[src/include/rgc_pkg.sv]
package rgc_pkg;
    // wishbone word byte offsets
    localparam logic [7:0] ADDR_FRONT_AMP = 8'h00;
    localparam logic [7:0] ADDR_LIMIT = 8'h04;
    localparam logic [7:0] ADDR_RX_CTRL = 8'h08;
    localparam logic [7:0] ADDR_STEP_LIM_LO = 8'h0C;
    localparam logic [7:0] ADDR_STEP_LIM_HI = 8'h10;
    localparam logic [7:0] ADDR_DGAIN_CFG = 8'h14;
    localparam logic [7:0] ADDR_STATUS = 8'h18;
    localparam logic [7:0] ADDR_BW = 8'h1C;
    // front_amp_config fields
    localparam int LNA_ZIN_BIT = 7;
    localparam int LNA_NOW_LSB = 3;
    localparam int LNA_CODE_LSB = 0;
    localparam logic [2:0] GAIN_AUTO = 3'h0;
    localparam logic [2:0] GAIN_G1 = 3'h1;
    localparam logic [2:0] GAIN_G6 = 3'h6;
    // rx control fields
    localparam int RX_EN_BIT = 0;
    localparam int PKT_MODE_BIT = 1;
    localparam int AUTO_REARM_BIT = 2;
    localparam int REARM_CMD_BIT = 3;
    localparam int AFC_EN_BIT = 4;
    localparam int DELAY_LSB = 8;
    // resets
    localparam logic [7:0] FRONT_AMP_RST = 8'h08;
    localparam logic [7:0] LIMIT_RST = 8'hE4;
    localparam logic [15:0] RX_CTRL_RST = 16'h0002;
    localparam logic [7:0] DGAIN_RST = 8'h30;
    localparam logic [7:0] DGAIN_LOWBETA = 8'h20;
    localparam logic [7:0] DGAIN_OFF = 8'h00;
    localparam logic [15:0] BW_RST = 16'h5555;
    localparam logic [31:0] STEP_LIM_LO_RST = 32'hC0A08060;
    localparam logic [7:0] STEP_LIM_HI_RST = 8'hE0;
    localparam logic [7:0] DGAIN_INIT = 8'h80;
    // reference level terms in dB
    localparam int REF_FLOOR_DB = -174;
    localparam int NOISE_FIG_DB = 7;
    localparam int DEMOD_SNR_TERM_DB = 8;
    localparam int FADE_MARGIN_TERM_DB = 5;
    localparam int QUALIFY_COUNT = 2;
    localparam int DGAIN_PERIOD_BITS = 2;
    // bit period in clocks at 125 MHz, parameter default
    localparam int BIT_CLKS_DEF = 16;
    localparam logic [7:0] REARM_UNIT_BITS = 8'h08;
endpackage

[src/verilog/rgc_top.sv]
// Decided for this implementation: register access over Wishbone and the register addresses.
`timescale 1ns/1ps
`default_nettype none
// Functional notes
// [RULE1] code 000 gives lna gain to the automatic loop
// [RULE2] codes 001..110 force fixed gains max down to max-48 dB
// [RULE3] host never programs reserved code 111
// [RULE4] one bit picks 50 or 200 ohm lna input impedance
// [RULE5] auto mode waits until level exceeds limit two samples running
// [RULE6] leaving wait picks gain step fitting measured input level
// [RULE7] chosen gain held for packet and readable as current gain
// [RULE8] packet mode without auto rearm keeps gain for next packet
// [RULE9] auto rearm waits rearm delay after fifo empty, then wait state
// [RULE10] rearm command always returns to wait state; the code acts on it only while rx_en is set, else the state stays ST_IDLE
// [RULE11] in continuous mode host keeps gain or issues rearm
// [RULE12] host acquires gain during preamble, or constant ones for ook
// [RULE13] host sets level limit to receiver sensitivity
// [RULE14] during afc and acquisition the afc bandwidth is used
// [RULE15] reference level is -174+nf+snr+10log(2bw)+fade margin
// [RULE16] five ascending limits map power to six gain steps
// [RULE17] digital gain stage updates every two bit periods
// [RULE18] digital gain keeps adjusting while lna gain frozen
// [RULE19] digital gain acts alike in all data modes
// [RULE20] host enables digital gain with 0x20 low index, else 0x30
// [RULE21] digital gain always enabled is recommended
// [RULE22] one failing sample clears the qualifying count
module rgc_top #(
    parameter int BIT_CLKS = rgc_pkg::BIT_CLKS_DEF
) (
    input wire logic clk_i,
    input wire logic rst_i,
    input wire logic wb_cyc_i,
    input wire logic wb_stb_i,
    input wire logic wb_we_i,
    input wire logic [7:0] wb_adr_i,
    input wire logic [31:0] wb_dat_i,
    input wire logic [3:0] wb_sel_i,
    output logic [31:0] wb_dat_o,
    output logic wb_ack_o,
    input wire logic [7:0] signal_level_i,
    input wire logic level_valid_i,
    input wire logic fifo_empty_i,
    input wire logic afc_busy_i,
    input wire logic [7:0] digital_amp_i,
    output logic [2:0] lna_gain_o,
    output logic lna_impedance_sel_o,
    output logic [7:0] bandwidth_o,
    output logic [7:0] digital_gain_o,
    output logic digital_gain_tick_o,
    output logic in_wait_o,
    output logic signed [9:0] ref_level_o
);
    typedef enum logic [1:0] {ST_IDLE, ST_WAIT, ST_HOLD, ST_DELAY} rgc_state_t;
    rgc_state_t state_r, state_nxt;

    logic [7:0] front_amp_config_r;
    logic [7:0] signal_limit_reg_r;
    logic [15:0] rx_ctrl_r;
    logic [31:0] step_lim_lo_r;
    logic [7:0] step_lim_hi_r;
    logic [7:0] digital_gain_cfg_r;
    logic [15:0] bw_r;
    logic [2:0] lna_gain_now_r;
    logic [1:0] qual_cnt_r;
    logic [15:0] delay_cnt_r;
    logic [15:0] bit_cnt_r;
    logic bit_phase_r;
    logic [7:0] dgain_r;
    logic dgain_tick_r;
    logic [31:0] dat_r;
    logic ack_r;
    logic [2:0] lna_out_r;
    logic [7:0] bw_out_r;
    logic signed [9:0] ref_r;
    logic in_wait_r;

    wire bus_req = wb_cyc_i && wb_stb_i && !ack_r;
    wire bus_wr = bus_req && wb_we_i;
    wire wr_amp = bus_wr && wb_adr_i == rgc_pkg::ADDR_FRONT_AMP && wb_sel_i[0];
    wire wr_lim = bus_wr && wb_adr_i == rgc_pkg::ADDR_LIMIT && wb_sel_i[0];
    wire wr_ctl = bus_wr && wb_adr_i == rgc_pkg::ADDR_RX_CTRL;
    wire wr_slo = bus_wr && wb_adr_i == rgc_pkg::ADDR_STEP_LIM_LO;
    wire wr_shi = bus_wr && wb_adr_i == rgc_pkg::ADDR_STEP_LIM_HI && wb_sel_i[0];
    wire wr_dg = bus_wr && wb_adr_i == rgc_pkg::ADDR_DGAIN_CFG && wb_sel_i[0];
    wire wr_bw = bus_wr && wb_adr_i == rgc_pkg::ADDR_BW;
    // command bit is self clearing, never stored
    wire rearm_cmd = wr_ctl && wb_sel_i[0] && wb_dat_i[rgc_pkg::REARM_CMD_BIT];
    wire rx_en = rx_ctrl_r[rgc_pkg::RX_EN_BIT];
    wire pkt_mode = rx_ctrl_r[rgc_pkg::PKT_MODE_BIT];
    wire auto_rx_rearm = rx_ctrl_r[rgc_pkg::AUTO_REARM_BIT];
    wire afc_en = rx_ctrl_r[rgc_pkg::AFC_EN_BIT];
    wire [7:0] rearm_delay = rx_ctrl_r[15:rgc_pkg::DELAY_LSB];
    wire [2:0] lna_gain_code = front_amp_config_r[2:0];
    // [RULE1] automatic mode select
    wire auto_mode = lna_gain_code == rgc_pkg::GAIN_AUTO;
    wire above = level_valid_i && signal_level_i > signal_limit_reg_r;
    wire qualified = above && qual_cnt_r == 2'(rgc_pkg::QUALIFY_COUNT - 1);
    wire dg_en = digital_gain_cfg_r != rgc_pkg::DGAIN_OFF;

    // [RULE16] step from five ascending limits
    function automatic logic [2:0] pick_step(input logic [7:0] lvl, input logic [39:0] lim);
        logic [2:0] s;
        s = rgc_pkg::GAIN_G1;
        for (int i = 0; i < 5; i++) begin
            if (lvl > lim[i*8 +: 8]) begin
                s = 3'(i + 2);
            end
        end
        return s;
    endfunction

    function automatic logic [7:0] byte_mux(input logic [7:0] old, input logic [7:0] nw,
                                            input logic en);
        return en ? nw : old;
    endfunction

    always_comb begin
        state_nxt = state_r;
        unique case (state_r)
            ST_IDLE: begin
                if (rx_en) begin
                    state_nxt = ST_WAIT;
                end
            end
            // [RULE5] wait for two samples above limit
            ST_WAIT: begin
                if (qualified) begin
                    state_nxt = ST_HOLD;
                end
            end
            // [RULE8] no rearm keeps gain
            ST_HOLD: begin
                if (pkt_mode && auto_rx_rearm && fifo_empty_i) begin
                    state_nxt = ST_DELAY;
                end
            end
            // [RULE9] delay then rearm
            ST_DELAY: begin
                if (delay_cnt_r == 16'h0000) begin
                    state_nxt = ST_WAIT;
                end
            end
        endcase
        // [RULE10] rearm command wins
        if (rearm_cmd && rx_en) begin
            state_nxt = ST_WAIT;
        end
        if (!rx_en) begin
            state_nxt = ST_IDLE;
        end
    end

    always_ff @(posedge clk_i) begin
        if (rst_i) begin
            state_r <= ST_IDLE;
            qual_cnt_r <= 2'h0;
            delay_cnt_r <= 16'h0000;
            lna_gain_now_r <= rgc_pkg::GAIN_G1;
        end else begin
            state_r <= state_nxt;
            // [RULE22] failed sample clears count
            if (state_r != ST_WAIT || (level_valid_i && !above)) begin
                qual_cnt_r <= 2'h0;
            end else if (above && !qualified) begin
                qual_cnt_r <= qual_cnt_r + 2'h1;
            end
            if (state_r == ST_HOLD) begin
                delay_cnt_r <= 16'(rearm_delay * rgc_pkg::REARM_UNIT_BITS * BIT_CLKS);
            end else if (delay_cnt_r != 16'h0000) begin
                delay_cnt_r <= delay_cnt_r - 16'h0001;
            end
            // [RULE6] gain picked on wait exit
            if (!auto_mode) begin
                lna_gain_now_r <= lna_gain_code;
            end else if (state_r == ST_WAIT && qualified) begin
                lna_gain_now_r <= pick_step(signal_level_i, {step_lim_hi_r, step_lim_lo_r});
            end
        end
    end

    // [RULE17] two bit period tick
    always_ff @(posedge clk_i) begin
        if (rst_i) begin
            bit_cnt_r <= 16'h0000;
            bit_phase_r <= 1'b0;
            dgain_tick_r <= 1'b0;
            dgain_r <= rgc_pkg::DGAIN_INIT;
        end else begin
            dgain_tick_r <= 1'b0;
            if (bit_cnt_r == 16'(BIT_CLKS - 1)) begin
                bit_cnt_r <= 16'h0000;
                bit_phase_r <= !bit_phase_r;
                // [RULE18] independent of lna hold and [RULE19] of data mode
                if (bit_phase_r && dg_en && rx_en) begin
                    dgain_tick_r <= 1'b1;
                    if (digital_amp_i < 8'h70 && dgain_r != 8'hFF) begin
                        dgain_r <= dgain_r + 8'h01;
                    end else if (digital_amp_i > 8'h90 && dgain_r != 8'h00) begin
                        dgain_r <= dgain_r - 8'h01;
                    end
                end
            end else begin
                bit_cnt_r <= bit_cnt_r + 16'h0001;
            end
        end
    end

    // register file
    always_ff @(posedge clk_i) begin
        if (rst_i) begin
            front_amp_config_r <= rgc_pkg::FRONT_AMP_RST;
            signal_limit_reg_r <= rgc_pkg::LIMIT_RST;
            rx_ctrl_r <= rgc_pkg::RX_CTRL_RST;
            step_lim_lo_r <= rgc_pkg::STEP_LIM_LO_RST;
            step_lim_hi_r <= rgc_pkg::STEP_LIM_HI_RST;
            digital_gain_cfg_r <= rgc_pkg::DGAIN_RST;
            bw_r <= rgc_pkg::BW_RST;
        end else begin
            // [RULE4] impedance bit, [RULE2] fixed code
            if (wr_amp) begin
                front_amp_config_r <= wb_dat_i[7:0];
            end
            if (wr_lim) begin
                signal_limit_reg_r <= wb_dat_i[7:0];
            end
            if (wr_ctl) begin
                rx_ctrl_r[7:0] <= byte_mux(rx_ctrl_r[7:0], wb_dat_i[7:0] & 8'hF7, wb_sel_i[0]);
                rx_ctrl_r[15:8] <= byte_mux(rx_ctrl_r[15:8], wb_dat_i[15:8], wb_sel_i[1]);
            end
            if (wr_slo) begin
                for (int b = 0; b < 4; b++) begin
                    if (wb_sel_i[b]) begin
                        step_lim_lo_r[b*8 +: 8] <= wb_dat_i[b*8 +: 8];
                    end
                end
            end
            if (wr_shi) begin
                step_lim_hi_r <= wb_dat_i[7:0];
            end
            if (wr_dg) begin
                digital_gain_cfg_r <= wb_dat_i[7:0];
            end
            if (wr_bw) begin
                bw_r[7:0] <= byte_mux(bw_r[7:0], wb_dat_i[7:0], wb_sel_i[0]);
                bw_r[15:8] <= byte_mux(bw_r[15:8], wb_dat_i[15:8], wb_sel_i[1]);
            end
        end
    end

    // [RULE7] current gain readback
    wire [7:0] amp_rd = {front_amp_config_r[rgc_pkg::LNA_ZIN_BIT], 1'b0, lna_gain_now_r,
                         lna_gain_code};
    wire [31:0] rd_mux =
        wb_adr_i == rgc_pkg::ADDR_FRONT_AMP ? {24'h0, amp_rd} :
        wb_adr_i == rgc_pkg::ADDR_LIMIT ? {24'h0, signal_limit_reg_r} :
        wb_adr_i == rgc_pkg::ADDR_RX_CTRL ? {16'h0, rx_ctrl_r} :
        wb_adr_i == rgc_pkg::ADDR_STEP_LIM_LO ? step_lim_lo_r :
        wb_adr_i == rgc_pkg::ADDR_STEP_LIM_HI ? {24'h0, step_lim_hi_r} :
        wb_adr_i == rgc_pkg::ADDR_DGAIN_CFG ? {24'h0, digital_gain_cfg_r} :
        wb_adr_i == rgc_pkg::ADDR_STATUS ? {16'h0, dgain_r, 4'h0, 2'(state_r), 2'h0} :
        wb_adr_i == rgc_pkg::ADDR_BW ? {16'h0, bw_r} : 32'h0;

    // [RULE14] afc bandwidth while correcting or acquiring
    wire use_afc_bw = afc_en && (afc_busy_i || state_r == ST_WAIT);
    // [RULE15] reference from bandwidth log term in the bw byte in use: high byte while afc bw is used, else low byte
    wire signed [9:0] ref_calc = 10'(rgc_pkg::REF_FLOOR_DB + rgc_pkg::NOISE_FIG_DB +
        rgc_pkg::DEMOD_SNR_TERM_DB + rgc_pkg::FADE_MARGIN_TERM_DB) +
        10'({2'h0, (use_afc_bw ? bw_r[15:8] : bw_r[7:0])});

    always_ff @(posedge clk_i) begin
        if (rst_i) begin
            ack_r <= 1'b0;
            dat_r <= 32'h0;
            lna_out_r <= rgc_pkg::GAIN_G1;
            bw_out_r <= 8'h00;
            ref_r <= 10'sh000;
            in_wait_r <= 1'b0;
        end else begin
            // from next state so the flag lines up with state_r
            in_wait_r <= state_nxt == ST_WAIT;
            ack_r <= bus_req;
            dat_r <= bus_req ? rd_mux : 32'h0;
            lna_out_r <= lna_gain_now_r;
            bw_out_r <= use_afc_bw ? bw_r[15:8] : bw_r[7:0];
            ref_r <= ref_calc;
        end
    end

    assign wb_ack_o = ack_r;
    assign wb_dat_o = dat_r;
    assign lna_gain_o = lna_out_r;
    assign lna_impedance_sel_o = front_amp_config_r[rgc_pkg::LNA_ZIN_BIT];
    assign bandwidth_o = bw_out_r;
    assign digital_gain_o = dgain_r;
    assign digital_gain_tick_o = dgain_tick_r;
    assign in_wait_o = in_wait_r;
    assign ref_level_o = ref_r;
endmodule
`default_nettype wire

[config.mk]
export PLATFORM = sky130hd
export DESIGN_NAME = rgc_top
export DESIGN_NICKNAME = d
export VERILOG_FILES = /design/src/include/rgc_pkg.sv /design/src/verilog/rgc_top.sv
export SDC_FILE = /design/constraint.sdc
export NUM_CORES = 1
export LEC_CHECK = 0
export BUFFER_PORTS_ARGS = -buffer_cell sky130_fd_sc_hd__buf_2
export CORE_AREA = 2 2 127 142
export CTS_BUF_LIST = sky130_fd_sc_hd__clkbuf_4
export CTS_CLUSTER_SIZE = 20
export DETAILED_ROUTE_END_ITERATION = 16
export DIE_AREA = 0 0 129 144
export PLACE_DENSITY = 0.78
export SETUP_SLACK_MARGIN = 0.5
export SYNTH_ARGS = -nofsm -noshare
export SYNTH_HDL_FRONTEND = slang
export SYNTH_SLANG_ARGS = --single-unit
[constraint.sdc]
create_clock -name clk_i -period 2.5 [get_ports clk_i]
set_clock_uncertainty 0.1 [all_clocks]
set_input_delay 0.125 -clock clk_i [delete_from_list [all_inputs] [get_ports clk_i]]
set_output_delay 0.125 -clock clk_i [all_outputs]
set_load 0.05 [all_outputs]
==> reports/summary.txt <==
Post-synthesis sequential area ratio -> 42.55%
Initial antenna violation count -> 1
Worst min-delay path endpoint -> digital_gain_cfg_r[4]$_SDFFE_PP1P_
RSZ-0062 raised after global routing -> true
Syn_area_per_cell -> 8.836 sq um
R2R Path End -> digital_gain_o[7]$_SDFFE_PP1P_
CTS root buf -> clkbuf_4
Switching share of total power -> 33.37%
Worst skew pair latency -> 0.63 ns
Number of synthesized flops with an enable pin -> 0
Status -> complete, but fails checks
CP arrival -> 2.99 ns
Worst Setup Path Type -> flop to flop
Vias in the first global route -> 8,061
Routability cong. -> 0.9487
Vias per cell -> 5.723
Most common cell in the synthesized netlist -> dfxtp_1
Vias -> 8,671
Unique masters post-synth -> 56
Fin. Hold Viols -> 0
Critical Path Sink Type -> flop
WHS Path Cells -> 6
Pin count of the biggest net entering global routing -> 102
CTS tree -> done
Multi-input gate area -> 5479 sq um
Final setup TNS -> -0.02137 ns
WP data required -> 2.97 ns
CTS sink cnt -> 194
Layout fillers -> 1,324
Dpl hpwl -> 18.57 mm
Final core utilization -> 68.79%
Drt first pass iters -> 6
Syn nets -> 1,161
Headroom to the max-slew limit -> 24.14%
Total CTS buffers -> 17
Total net switching power -> 2.286 mW
Die area -> 18,580 sq um
Area Overhead vs Synth -> 30.32%
Slew Limit Fails -> 0
First-pass GRT wire length -> 40.77 mm
Combinational Power Share -> 27.4%
Deepest clock path buffer count -> 2
PD cells -> 575.9 nW/um^2
Std-Cell Rows -> 51
LEAKAGE -> 4.993 nW
Post-synthesis cell count -> 1,033
IO Port Bufs -> 132
Final nets -> 1,391
Worst setup SP type -> flop
Sequential power share -> 49.5%
Hold_sp -> wb_adr_i[4]
Final wirelength -> 27.31 mm
Starting Density -> 52.78%
FF+latch count, synth -> 194
Cell-internal power -> 4.564 mW
Most common library cells after synthesis -> dfxtp_1 (194), nor2_1 (149), nand2_1 (86), a21oi_1 (80), mux2i_1 (77)
Clock-pin slew on the worst setup and hold paths -> 0.17 ns
Ys flop type -> dfxtp_1
Post-route minimum period -> 2.521 ns
Fin worst setup slack -> -0.02137 ns
Launch point of the worst reg-to-reg path -> digital_gain_o[4]$_SDFFE_PP0P_
Top post-synthesis cells by area -> dfxtp_1 (43%), mux2i_1 (8.4%), ha_1 (8.1%)
# DRC -> 0
DP Worst Slack -> 0.09146 ns
Avg WL per Cell -> 18.03 microns
Number of antenna-violating nets in the routed design -> 0
Die width -> 129 microns
Final setup violating endpoints -> 1
Ratio of cells with drive above 1 in the final layout -> 28.37%
Clock power share -> 23.1%
Max Cap Viol -> 0
Slew @ Worst Pin -> 1.138 ns
Failing checks -> setup timing
Post-synthesis async set-or-reset flop share -> 0%
Worst r2r path cells -> 11
Peak supply drop -> 0.3746 mV
Core box area -> 17,290 sq um
R2r setup slk -> -0.02 ns
Tot GR Track Use -> 28.48%
Grt total ovfl -> 0
Period utilization -> 100.9%
Syn. warnings -> 0
Dominant cell type by area after synthesis -> dfxtp_1
Ports -> 133
Seq. cell area -> 3930 sq um
Cell area after synthesis -> 9128 sq um
Top cell type's share of synthesized area -> 42.55%
Die Y -> 144 microns
Max Fclk -> 396.6 MHz
DR iter-0 viols -> 660
H-tree depth -> 4
Worst hold slack -> 0.04926 ns
Hold Crit Class -> primary input to flop
Worst-path maximum fanout -> 4
-- layout make-up --
| type | count | area share [%] |
|---|---|---|
| clock buffer | 18 | 1.136 |
| antenna | 1 | 0.02104 |
| timing repair buffer | 248 | 14.40 |
| sequential | 194 | 33.04 |
| tap | 238 | 2.503 |
| inverter | 57 | 1.799 |
| clock inverter | 14 | 1.041 |
| multi-input combinational | 745 | 46.06 |
-- critical path: stages (launching register included) --
cell	delay [ns]
dfxtp_4	0.39
nand4_1	0.10
o21a_1	0.22
inv_2	0.11
ha_4	0.21
a21o_1	0.21
a211oi_2	0.24
nor2_2	0.09
o41ai_2	0.27
xnor2_1	0.13
or3_1	0.31
nand3_1	0.08
-- what timing repair did --
action,in CTS,in global routing
resized for setup,36,99
setup endpoints to repair,56,83
buffers inserted,19,16
endpoints found under the hold margin,117,12
pin swaps,25,35
cloned,1,0
hold buffers,42,2
-- flip-flops by register name, indices dropped and copies added, names as in the netlist --
name,cells
rx_ctrl_r,15
bit_phase_r,1
state_r,2
step_lim_lo_r,32
bandwidth_o,8
digital_gain_cfg_r,8
lna_gain_o,3
bit_cnt_r,16
qual_cnt_r,2
wb_dat_o,32
signal_limit_reg_r,8
step_lim_hi_r,8
digital_gain_o,8
wb_ack_o,1
front_amp_config_r,4
bw_r,16
digital_gain_tick_o,1
in_wait_o,1
ref_level_o,9
lna_gain_now_r,3
delay_cnt_r,16
-- per-stage QoR --
step / total power [mW] / cell area [sq um] / std cells
after floorplan: 4.378 / 9278 / 1033
after global placement: 4.667 / 10340 / 1402
after detailed placement: 4.709 / 10340 / 1402
after CTS: 6.467 / 11310 / 1496
after global routing: 7.136 / 11900 / 1515
final: 6.850 / 11900 / 1515
-- per-layer routing --
| layer | global-route usage (%) | vias to the layer above | part of all wire (%) |
|---|---|---|---|
| met1 | 36.42 | 4078 | 41 |
| li1 | - | 4097 | - |
| met3 | 3.811 | 94 | 7.2 |
| met5 | 0 | - | 0 |
| met4 | 13.39 | 0 | 4.1 |
| met2 | 47.79 | 402 | 48 |
-- power by group through the flow --
stage                     sequential [mW]  clock [mW]  combinational (mW)
after global placement               3.40           0                1.26
after global routing                 3.41        1.71                2.02
after detailed placement             3.41           0                1.30
final                                3.39        1.58                1.88
after CTS                            3.34        1.60                1.52
after floorplan                      3.42           0               0.961
-- cell usage in the layout, fill, tap and decap left out, types with 6 or more instances in the layout --
cell / Yosys / layout
nand3_1: 15 / 10
dlygate4sd3_1: 0 / 44
xor2_1: 14 / 14
buf_6: 0 / 13
dfxtp_2: 0 / 7
o211ai_1: 13 / 13
dfxtp_1: 194 / 177
nor2b_1: 10 / 9
or3_1: 8 / 7
o22ai_1: 9 / 8
mux2i_1: 77 / 74
clkbuf_4: 0 / 18
and2_1: 8 / 8
a21oi_2: 0 / 18
a21oi_1: 80 / 62
inv_1: 57 / 52
clkinv_4: 0 / 6
a22oi_1: 23 / 23
o21a_1: 7 / 7
nor2_1: 149 / 138
ha_1: 59 / 52
nand2_1: 86 / 81
nor4_1: 12 / 7
and3_1: 9 / 6
nor2_4: 0 / 6
nand4_1: 18 / 18
buf_2: 7 / 131
nor3_1: 33 / 24
buf_4: 2 / 58
nor3_4: 2 / 8
dfxtp_4: 0 / 10
o21ai_0: 26 / 18
xnor2_1: 26 / 22
ha_4: 0 / 6
-- cells by family (layout without fill, tap and decap cells) --
kind of cell | Yosys count | count (layout) | synth area share [%]
AOI/OAI and AO/OA | 197 | 197 | 13.34
DFF | 194 | 194 | 42.55
adders and majority gates | 60 | 60 | 8.307
muxes | 81 | 81 | 9.184
xor gates and xnor gates | 40 | 40 | 3.838
buffers and inverters | 94 | 337 | 4.057
other | 0 | 1 | 0
and+or+nand+nor | 367 | 367 | 18.73
-- how the worst max path moves through the flow --
stage                                   startpoint                        endpoint  slack (ns)  cells past startpoint
global route        digital_gain_o[6]$_SDFFE_PP0P_  digital_gain_o[7]$_SDFFE_PP1P_       -0.19                     11
CTS                 digital_gain_o[1]$_SDFFE_PP0P_  digital_gain_o[7]$_SDFFE_PP1P_        0.09                     11
floorplan           digital_gain_o[1]$_SDFFE_PP0P_  digital_gain_o[7]$_SDFFE_PP1P_        0.06                     11
global placement    digital_gain_o[6]$_SDFFE_PP0P_  digital_gain_o[7]$_SDFFE_PP1P_        0.12                     11
finish              digital_gain_o[4]$_SDFFE_PP0P_  digital_gain_o[7]$_SDFFE_PP1P_       -0.02                     11
detailed placement  digital_gain_o[6]$_SDFFE_PP0P_  digital_gain_o[7]$_SDFFE_PP1P_        0.09                     11
Power figures use the tool's default switching activity.
